`config.mk`:
```
export PLATFORM = sky130hd
export DESIGN_NAME = dpll_reference_switch_fsm
export DESIGN_NICKNAME = d
export VERILOG_FILES = /design/src/design/dpll_ref_pkg.sv /design/src/design/ref_pick_if.sv /design/src/design/ref_picker.sv /design/src/design/dpll_reference_switch_fsm.sv
export VERILOG_INCLUDE_DIRS = /design/src /design/src/design
export SDC_FILE = /design/constraint.sdc
export NUM_CORES = 1
export LEC_CHECK = 0
export ABC_AREA = 0
export BUFFER_PORTS_ARGS = -buffer_cell sky130_fd_sc_hd__buf_2
export CAP_MARGIN = 20
export CELL_PAD_IN_SITES_DETAIL_PLACEMENT = 1
export CELL_PAD_IN_SITES_GLOBAL_PLACEMENT = 1
export CORE_MARGIN = 2
export CORE_UTILIZATION = 30
export CTS_CLUSTER_DIAMETER = 40
export DETAILED_ROUTE_END_ITERATION = 7
export PLACE_DENSITY_LB_ADDON = 0.1
export RECOVER_POWER = 25
export SYNTH_ARGS = -nofsm -noshare
export SYNTH_HDL_FRONTEND = slang
export SYNTH_SLANG_ARGS = --single-unit
export TNS_END_PERCENT = 50
```
`constraint.sdc`:
```
create_clock -name clk_i -period 7.86 [get_ports clk_i]
set_input_delay 0.393 -clock clk_i [delete_from_list [all_inputs] [get_ports clk_i]]
set_output_delay 0.393 -clock clk_i [all_outputs]
set_load 0.02 [all_outputs]
```
`src/design/dpll_ref_cfg.svh`:
```
// Offsets, field positions and reset values of the reference switch block
`ifndef DPLL_REF_CFG_SVH
`define DPLL_REF_CFG_SVH

`define REF_NUM         4
`define PRIO_W          3
`define FAIL_W          4
`define ADDR_W          8
`define DATA_W          8
`define PRIO_NONE       3'h7

`define OFS_SW_MASK     8'h01
`define OFS_HO_MASK     8'h02
`define OFS_FAIL_SUM    8'h05
`define OFS_CTRL_BASE   8'h10
`define OFS_STAT_BASE   8'h20
`define OFS_PRIO_BASE   8'h30

`define RST_SW_MASK     4'h8
`define RST_HO_MASK     4'h7
`define RST_PRIO        12'h688
`define RST_CTRL        8'h00

`define CTL_STATE_LSB   0
`define CTL_SEL_LSB     2
`define CTL_MANAGED_BIT 4
`define CTL_HITLESS_BIT 5

`define REQ_NORMAL      2'h0
`define REQ_HOLDOVER    2'h1
`define REQ_FREERUN     2'h2

`define PRIO_LO_LSB     0
`define PRIO_HI_LSB     4

`endif

```
`src/design/dpll_ref_pkg.sv`:
```
// Types shared by the reference switch block
`default_nettype none
package dpll_ref_pkg;
	typedef enum logic [1:0] {ST_FREERUN, ST_NORMAL, ST_HOLDOVER} dpll_state_t;
	typedef logic [2:0] prio_t;
	typedef logic [1:0] ref_idx_t;
endpackage
`default_nettype wire

```
`src/design/ref_pick_if.sv`:
```
// Carrier between the selection machine and its priority picker
`default_nettype none
interface ref_pick_if;
	import dpll_ref_pkg::*;
	prio_t    [3:0] prio;
	logic     [3:0] qual;
	ref_idx_t       best;
	logic           best_valid;
	modport picker (input prio, input qual, output best, output best_valid);
	modport user   (output prio, output qual, input best, input best_valid);
endinterface
`default_nettype wire

```
`src/design/ref_picker.sv`:
```
// Picks the qualified reference with the best priority
`default_nettype none
module ref_picker
	import dpll_ref_pkg::*;
(
	ref_pick_if.picker p
);
	always_comb
	begin
		p.best       = 2'h0;
		p.best_valid = 1'b0;
		// Strict compare keeps the lower index on a tie
		for (int r = 0; r < 4; r++)
		begin
			if (p.qual[r] && (!p.best_valid || (p.prio[r] < p.prio[p.best])))
			begin
				p.best       = r[1:0];
				p.best_valid = 1'b1;
			end
		end
	end
endmodule
`default_nettype wire

```
`src/design/dpll_reference_switch_fsm.sv`:
```
// State control and reference selection machines for all DPLLs
`include "dpll_ref_cfg.svh"
`default_nettype none
module dpll_reference_switch_fsm
	import dpll_ref_pkg::*;
#(
	parameter int NUM_DPLL = 2
)
(
	input  wire logic                             clk_i,
	input  wire logic                             nrst_i,
	input  wire logic [`ADDR_W-1:0]               addr_i,
	input  wire logic [`DATA_W-1:0]               wdata_i,
	input  wire logic                             wr_i,
	input  wire logic                             rd_i,
	output logic      [`DATA_W-1:0]               rdata_o,
	input  wire logic [`REF_NUM-1:0]              signal_absent_fail_i,
	input  wire logic [`REF_NUM-1:0]              single_cycle_monitor_fail_i,
	input  wire logic [`REF_NUM-1:0]              coarse_freq_monitor_fail_i,
	input  wire logic [`REF_NUM-1:0]              guard_soak_fail_i,
	input  wire logic [NUM_DPLL-1:0]              dpll_lock_i,
	output logic      [NUM_DPLL-1:0][1:0]         ref_status_o,
	output logic      [NUM_DPLL-1:0]              normal_o,
	output logic      [NUM_DPLL-1:0]              holdover_o,
	output logic      [NUM_DPLL-1:0]              freerun_o,
	output logic      [NUM_DPLL-1:0]              auto_holdover_o,
	output logic      [NUM_DPLL-1:0]              lock_o,
	output logic      [NUM_DPLL-1:0][2:0]         ref_monitor_o,
	output logic      [NUM_DPLL-1:0][1:0]         state_ctl_o,
	output logic      [NUM_DPLL-1:0][1:0]         ref_sel_ctl_o,
	output logic      [NUM_DPLL-1:0]              hitless_o
);
	localparam int NR = `REF_NUM;

	typedef struct packed {
		logic        [`FAIL_W-1:0]            sw_mask;
		logic        [`FAIL_W-1:0]            ho_mask;
		logic        [NUM_DPLL-1:0][NR-1:0][`PRIO_W-1:0] prio;
		logic        [NUM_DPLL-1:0][`DATA_W-1:0] ctrl;
		dpll_state_t [NUM_DPLL-1:0]           st;
		logic        [NUM_DPLL-1:0][1:0]      ref_sel;
		logic        [NUM_DPLL-1:0]           auto_ho;
		logic        [NUM_DPLL-1:0][1:0]      ref_status;
		logic        [NUM_DPLL-1:0]           normal;
		logic        [NUM_DPLL-1:0]           holdover;
		logic        [NUM_DPLL-1:0]           freerun;
		logic        [NUM_DPLL-1:0]           lock;
		logic        [NUM_DPLL-1:0][2:0]      mon;
		logic        [NUM_DPLL-1:0][1:0]      state_ctl;
		logic        [NUM_DPLL-1:0][1:0]      sel_ctl;
		logic        [NUM_DPLL-1:0]           hitless;
		logic        [`DATA_W-1:0]            rdata;
	} state_t;

	state_t q;
	state_t n;

	logic [NR-1:0][`FAIL_W-1:0]   fail_vec;
	logic [NR-1:0]                sw_fail;
	logic [NR-1:0]                ho_fail;
	logic [NUM_DPLL-1:0][NR-1:0]  qual;
	logic [NUM_DPLL-1:0][1:0]     best_w;
	logic [NUM_DPLL-1:0]          best_valid_w;

	// Failure vector bit order: absent, single cycle, coarse freq, guard soak
	genvar gr;
	generate
		for (gr = 0; gr < NR; gr++)
		begin : g_ref
			assign fail_vec[gr] = {guard_soak_fail_i[gr], coarse_freq_monitor_fail_i[gr],
				single_cycle_monitor_fail_i[gr], signal_absent_fail_i[gr]};
			assign sw_fail[gr]  = |(fail_vec[gr] & q.sw_mask);
			assign ho_fail[gr]  = |(fail_vec[gr] & q.ho_mask);
		end
	endgenerate

	ref_pick_if pick_if[NUM_DPLL] ();

	genvar gd;
	generate
		for (gd = 0; gd < NUM_DPLL; gd++)
		begin : g_dpll
			for (genvar r = 0; r < NR; r++)
			begin : g_qual
				assign qual[gd][r] = !sw_fail[r] && !ho_fail[r]
					&& (q.prio[gd][r] != `PRIO_NONE);
			end
			assign pick_if[gd].prio  = q.prio[gd];
			assign pick_if[gd].qual  = qual[gd];
			assign best_w[gd]        = pick_if[gd].best;
			assign best_valid_w[gd]  = pick_if[gd].best_valid;
			ref_picker u_picker
			(
				.p (pick_if[gd])
			);
		end
	endgenerate

	always_comb
	begin
		logic [1:0] cur;
		logic [1:0] sel;
		logic [1:0] req;
		logic [1:0] bst;
		logic [`ADDR_W-1:0] a_ctrl;
		logic [`ADDR_W-1:0] a_stat;
		logic [`ADDR_W-1:0] a_prio;
		logic               mgd;
		logic               sw_cond;
		logic               better;
		mgd     = 1'b0;
		sw_cond = 1'b0;
		better  = 1'b0;
		cur    = 2'h0;
		sel    = 2'h0;
		req    = 2'h0;
		bst    = 2'h0;
		a_ctrl = '0;
		a_stat = '0;
		a_prio = '0;
		n      = q;
		n.rdata = '0;

		// Register writes
		if (wr_i)
		begin
			case (addr_i)
				`OFS_SW_MASK: n.sw_mask = wdata_i[`FAIL_W-1:0];
				`OFS_HO_MASK: n.ho_mask = wdata_i[`FAIL_W-1:0];
				default: ;
			endcase
		end

		// Register reads; unmapped addresses return zero
		if (rd_i)
		begin
			case (addr_i)
				`OFS_SW_MASK:  n.rdata = {4'h0, q.sw_mask};
				`OFS_HO_MASK:  n.rdata = {4'h0, q.ho_mask};
				`OFS_FAIL_SUM: n.rdata = {ho_fail, sw_fail};
				default: ;
			endcase
		end

		for (int d = 0; d < NUM_DPLL; d++)
		begin
			a_ctrl = `OFS_CTRL_BASE + 8'(d);
			a_stat = `OFS_STAT_BASE + 8'(d);
			a_prio = `OFS_PRIO_BASE + 8'(2 * d);
			if (wr_i && (addr_i == a_ctrl))
				n.ctrl[d] = wdata_i;
			if (wr_i && (addr_i == a_prio))
			begin
				n.prio[d][0] = wdata_i[`PRIO_LO_LSB +: `PRIO_W];
				n.prio[d][1] = wdata_i[`PRIO_HI_LSB +: `PRIO_W];
			end
			if (wr_i && (addr_i == (a_prio + 8'h01)))
			begin
				n.prio[d][2] = wdata_i[`PRIO_LO_LSB +: `PRIO_W];
				n.prio[d][3] = wdata_i[`PRIO_HI_LSB +: `PRIO_W];
			end
			if (rd_i && (addr_i == a_ctrl))
				n.rdata = q.ctrl[d];
			if (rd_i && (addr_i == a_stat))
				n.rdata = {1'b0, q.auto_ho[d], q.lock[d], q.freerun[d],
					q.holdover[d], q.normal[d], q.ref_sel[d]};
			if (rd_i && (addr_i == a_prio))
				n.rdata = {1'b0, q.prio[d][1], 1'b0, q.prio[d][0]};
			if (rd_i && (addr_i == (a_prio + 8'h01)))
				n.rdata = {1'b0, q.prio[d][3], 1'b0, q.prio[d][2]};

			// Decision uses registered controls, so it lags a write by one cycle
			cur = q.ref_sel[d];
			sel = q.ctrl[d][`CTL_SEL_LSB +: 2];
			req = q.ctrl[d][`CTL_STATE_LSB +: 2];
			bst = best_w[d];
			mgd     = q.ctrl[d][`CTL_MANAGED_BIT];
			// Excluded current reference counts as failed, so it is left at once for the best qualified one, or held in holdover if none
			sw_cond = sw_fail[cur] || (q.prio[d][cur] == `PRIO_NONE);
			better  = best_valid_w[d] && (q.prio[d][bst] < q.prio[d][cur]);
			if (mgd)
			begin
				if (sel != cur)
				begin
					// New selection always rests one cycle in holdover first
					n.ref_sel[d] = sel;
					n.st[d]      = ST_HOLDOVER;
					n.auto_ho[d] = 1'b1;
				end
				else
				begin
					case (req)
						`REQ_HOLDOVER:
						begin
							n.st[d]      = ST_HOLDOVER;
							n.auto_ho[d] = 1'b0;
						end
						`REQ_FREERUN:
						begin
							n.st[d]      = ST_FREERUN;
							n.auto_ho[d] = 1'b0;
						end
						default:
						begin
							// Reference stays put whichever way holdover goes
							if (ho_fail[cur])
							begin
								n.st[d]      = ST_HOLDOVER;
								n.auto_ho[d] = 1'b1;
							end
							else
							begin
								n.st[d]      = ST_NORMAL;
								n.auto_ho[d] = 1'b0;
							end
						end
					endcase
				end
			end
			else
			begin
				// Starts from whatever ref_sel holds, managed or not before
				if (q.st[d] == ST_FREERUN)
				begin
					if (best_valid_w[d])
					begin
						n.ref_sel[d] = bst;
						n.st[d]      = ST_NORMAL;
					end
					n.auto_ho[d] = 1'b0;
				end
				else if (sw_cond)
				begin
					if (best_valid_w[d])
					begin
						n.ref_sel[d] = bst;
						n.st[d]      = ST_NORMAL;
						n.auto_ho[d] = 1'b0;
					end
					else
					begin
						n.st[d]      = ST_HOLDOVER;
						n.auto_ho[d] = 1'b1;
					end
				end
				else if (better)
				begin
					n.ref_sel[d] = bst;
					n.st[d]      = ST_NORMAL;
					n.auto_ho[d] = 1'b0;
				end
				else if (ho_fail[cur])
				begin
					n.st[d]      = ST_HOLDOVER;
					n.auto_ho[d] = 1'b1;
				end
				else
				begin
					n.st[d]      = ST_NORMAL;
					n.auto_ho[d] = 1'b0;
				end
			end

			// Outputs registered from next state so they match the state flops
			n.ref_status[d] = n.ref_sel[d];
			n.normal[d]     = (n.st[d] == ST_NORMAL);
			n.holdover[d]   = (n.st[d] == ST_HOLDOVER);
			n.freerun[d]    = (n.st[d] == ST_FREERUN);
			n.lock[d]       = dpll_lock_i[d] && (n.st[d] == ST_NORMAL);
			n.mon[d]        = fail_vec[n.ref_sel[d]][2:0];
			n.state_ctl[d]  = n.ctrl[d][`CTL_STATE_LSB +: 2];
			n.sel_ctl[d]    = n.ctrl[d][`CTL_SEL_LSB +: 2];
			n.hitless[d]    = n.ctrl[d][`CTL_HITLESS_BIT];
		end
	end

	always_ff @(posedge clk_i or negedge nrst_i)
	begin
		if (!nrst_i)
		begin
			q.sw_mask <= `RST_SW_MASK;
			q.ho_mask <= `RST_HO_MASK;
			q.rdata   <= '0;
			// Field by field, so no flop is assigned twice in one branch
			for (int d = 0; d < NUM_DPLL; d++)
			begin
				q.prio[d]       <= `RST_PRIO;
				q.ctrl[d]       <= `RST_CTRL;
				q.st[d]         <= ST_FREERUN;
				q.ref_sel[d]    <= '0;
				q.auto_ho[d]    <= 1'b0;
				q.ref_status[d] <= '0;
				q.normal[d]     <= 1'b0;
				q.holdover[d]   <= 1'b0;
				q.freerun[d]    <= 1'b1;
				q.lock[d]       <= 1'b0;
				q.mon[d]        <= '0;
				q.state_ctl[d]  <= '0;
				q.sel_ctl[d]    <= '0;
				q.hitless[d]    <= 1'b0;
			end
		end
		else
		begin
			q <= n;
		end
	end

	assign rdata_o         = q.rdata;
	assign ref_status_o    = q.ref_status;
	assign normal_o        = q.normal;
	assign holdover_o      = q.holdover;
	assign freerun_o       = q.freerun;
	assign auto_holdover_o = q.auto_ho;
	assign lock_o          = q.lock;
	assign ref_monitor_o   = q.mon;
	assign state_ctl_o     = q.state_ctl;
	assign ref_sel_ctl_o   = q.sel_ctl;
	assign hitless_o       = q.hitless;
endmodule
`default_nettype wire

```
==> impl_metrics.yaml <==
outcome:
  status: "finished with violations"
  violations: "max-capacitance violations, max-slew violations"
floorplanning:
  die_x_um: 140
  core_sq_mm: 0.0181
  initial_core_util_pct: 30.7
  dieHeight_um: 140
  num_rows: 49
  ios: 76
  die_area_sq_mm: 0.0196
clock_tree:
  cts_tree: "yes"
  cts_sinks: 80
  cts_buffers: 9
  worstSkewPairLatency_ps: 350
  cts-root-buf: "clkbuf_16"
  cts_max_level: 3
  max-clock-path-buffers: 2
  clk_pin_slew_ps: 70
timing:
  finalSetupTns_ps: 0
  relSlewSlack_pct: -60.8
  max_slew.worst_pin.slew_ps: 2410
  clock_skew_ps: 7.52
  drv_slew: 83
  hold_viol_final: 0
  clock.fmax_mhz: 137
  finalCriticalPeriod_ps: 7310
  finalSetupViolations: 0
  finalCritPeriodShare_pct: 93.0
  rsz0062_at_grt: "false"
worst_setup_path:
  cp-start-kind: "register"
  cp_slowest_cell: "mux4_1"
  worstSetupPathType: "reg -> reg"
  required_ps: 8080
  crit_fanout: 7
  worst_ep_arrival_time_ps: 7520
  critPathTopFamily: "compound AO/OA/AOI/OAI gates"
  critical-path-max-stage-delay_ps: 610
  end_kind: "register"
  path_buf_inv: 0
placed_design:
  gp_congestion: 0.826
  io_buffer_count: 75
  hpwlAfterDp_mm: 15.1
  postPlaceCellArea_sq_mm: 0.00589
layout:
  final_area_sq_mm: 0.00621
  area_growth_pct: 11.8
  fillers: 2023
  drive_above_1_share_pct: 32.9
  nets: 635
  antenna_cells: 0
  final_common_cell: "buf_2"
  final_cell_mix: "buf_2, dfrtp_1, nand2_1, mux2_2, nor2_1"
detailed_routing:
  drc_errors: 0
  drt-vias-per-instance: 5.60
  drtIter0Drc: 327
  ant_nets: 0
  routedWlPerCell_um: 24.3
  vias: 4550
  first_pass_iters: 7
  drt_wl_total_mm: 19.8
power:
  finalPower_uw: 1720
  power_density_mw_per_mm2: 278
  ir_worst_vdd_uv: 96.4
  p_leak_uw: 0.00287
yosys:
  synth_cell_types: 82
  synthFlopType: "dfrtp_1"
  ys_ff_latch: 80
  async_flop_share_pct: 100
  synth-edff-count: 0
  netlist.area_leader.share_pct: 29.7
  yosysTopAreaCell: "dfrtp_1"
  syn_area_sq_mm: 0.00555
  yosys_warnings: 0
  syn_area_per_cell_sq_um: 10.3
  synthTopCellsByArea: "dfrtp_1, mux2_2, dfstp_2"
  syn_nets: 594
  synth_cells: 538
  seq_area_frac_synth_pct: 36.4
grt:
  grt_pass1_vias: 4726
  grt_usage_pct: 20.6
  grt_max_degree: 81
  antenna_found_initial: 0
  grt.overflow.total: 0
  grt_pass1_wl_mm: 30.3
min_path:
  hold_path.class: "in -> reg"
job:
  drv_cap: 2
[synthesized netlist by cell type (all sizes together) (5+ instances only)]
library cell  count
nand3            26
a21o              5
o21ai            20
nand2            57
nor2             25
nor3              9
nor2b             7
and2             11
o21a              5
dfrtp            66
mux2i            16
and3              6
mux2             49
a31oi             5
inv              24
a22o             10
clkbuf            5
ha               18
dfstp            14
a21oi            14
buf              42
a22oi            18
nand2b            5
mux4             13
a222oi            8
nand4             8
[state kept, by name (all words and copies together) (netlist names)]
name,count
holdover_o,2
freerun_o,2
lock_o,2
q,23
normal_o,2
ref_sel_ctl_o,2
ref_status_o,4
rdata_o,8
state_ctl_o,2
hitless_o,1
auto_holdover_o,2
ref_monitor_o,6
pick_if.prio,24
[worst register-to-register path, delay by kind of cell, from the launching register on]
family	cells	cell delay, ps
DFF	1	500
AOI/OAI and AO/OA	14	3270
and+or+nand+nor	10	1820
muxes	2	740
adders and majority gates	3	840
[power breakdown]
group          switching [uW]  internal, uW  leakage [uW]
clock                     184           257      0.000143
sequential               85.9           475       0.00101
combinational             412           310       0.00172
total                     682          1040       0.00287
[final cells by class]
class                           instances  area, sq um  share of cell area, %
Tap cell                              229          287                   4.62
Inverter                               24         90.1                   1.45
Sequential cell                        80         2020                   32.5
Clock inverter                          5         62.6                   1.01
Multi-Input combinational cell        386         3110                   50.2
Timing Repair Buffer                   78          393                   6.33
Clock buffer                           11          243                   3.91
[logic make-up after synthesis]
kind of cell	synth area share, %
adder cells (fa/ha/maj)	4.06
flip-flops	36.4
buffers and inverters	7.75
multiplexers	18.5
XOR/XNOR	0.631
AND/OR/NAND/NOR	15.5
AO/OA/AOI/OAI	17.2
[final timing paths]
check | slack (ps) | cells past startpoint | to | start
min | 260 | 2 | lock_o[1]$_DFF_PN0_ | dpll_lock_i[1]
min reg2reg | 510 | 1 | q[60]$_DFFE_PN0P_ | q[60]$_DFFE_PN0P_
max in group asynchronous | 4140 | 2 | q[89]$_DFFE_PN0P_ | nrst_i
max | 550 | 29 | ref_monitor_o[5]$_DFF_PN0_ | q[90]$_DFFE_PN0P_
min in group asynchronous | 620 | 1 | q[43]$_DFF_PN0_ | nrst_i
max reg2reg | 550 | 29 | ref_monitor_o[5]$_DFF_PN0_ | q[90]$_DFFE_PN0P_
[repair_timing]
item / CTS / global route
buffers inserted: 0 / 0
hold endpoints to repair: 0 / 0
resized for setup: 0 / 3
setup endpoints to repair: 0 / 3
hold buffers: 0 / 0
[through the flow]
| step | worst slack, ps | std cells | utilization (%) | hold WS, ps |
|---|---|---|---|---|
| floorplan | 1460 | 538 | - | 97.4 |
| global placement | 647 | 796 | 32.6 | 494 |
| detailed placement | 338 | 796 | 32.6 | 502 |
| CTS | 335 | 812 | 34.3 | 253 |
| global route | 12.0 | 813 | 34.3 | 272 |
| finish | 552 | 813 | 34.3 | 258 |
[layer usage]
metal / vias to the layer above / track usage, % / routed length (um)
met4: 0 / 5.10 / 257
met1: 2350 / 29.5 / 9480
li1: 2082 / - / -
met3: 18 / 3.15 / 699
met5: - / 0 / 0
met2: 100 / 32.7 / 9360
No activity file was read; power rests on OpenSTA's default activity.
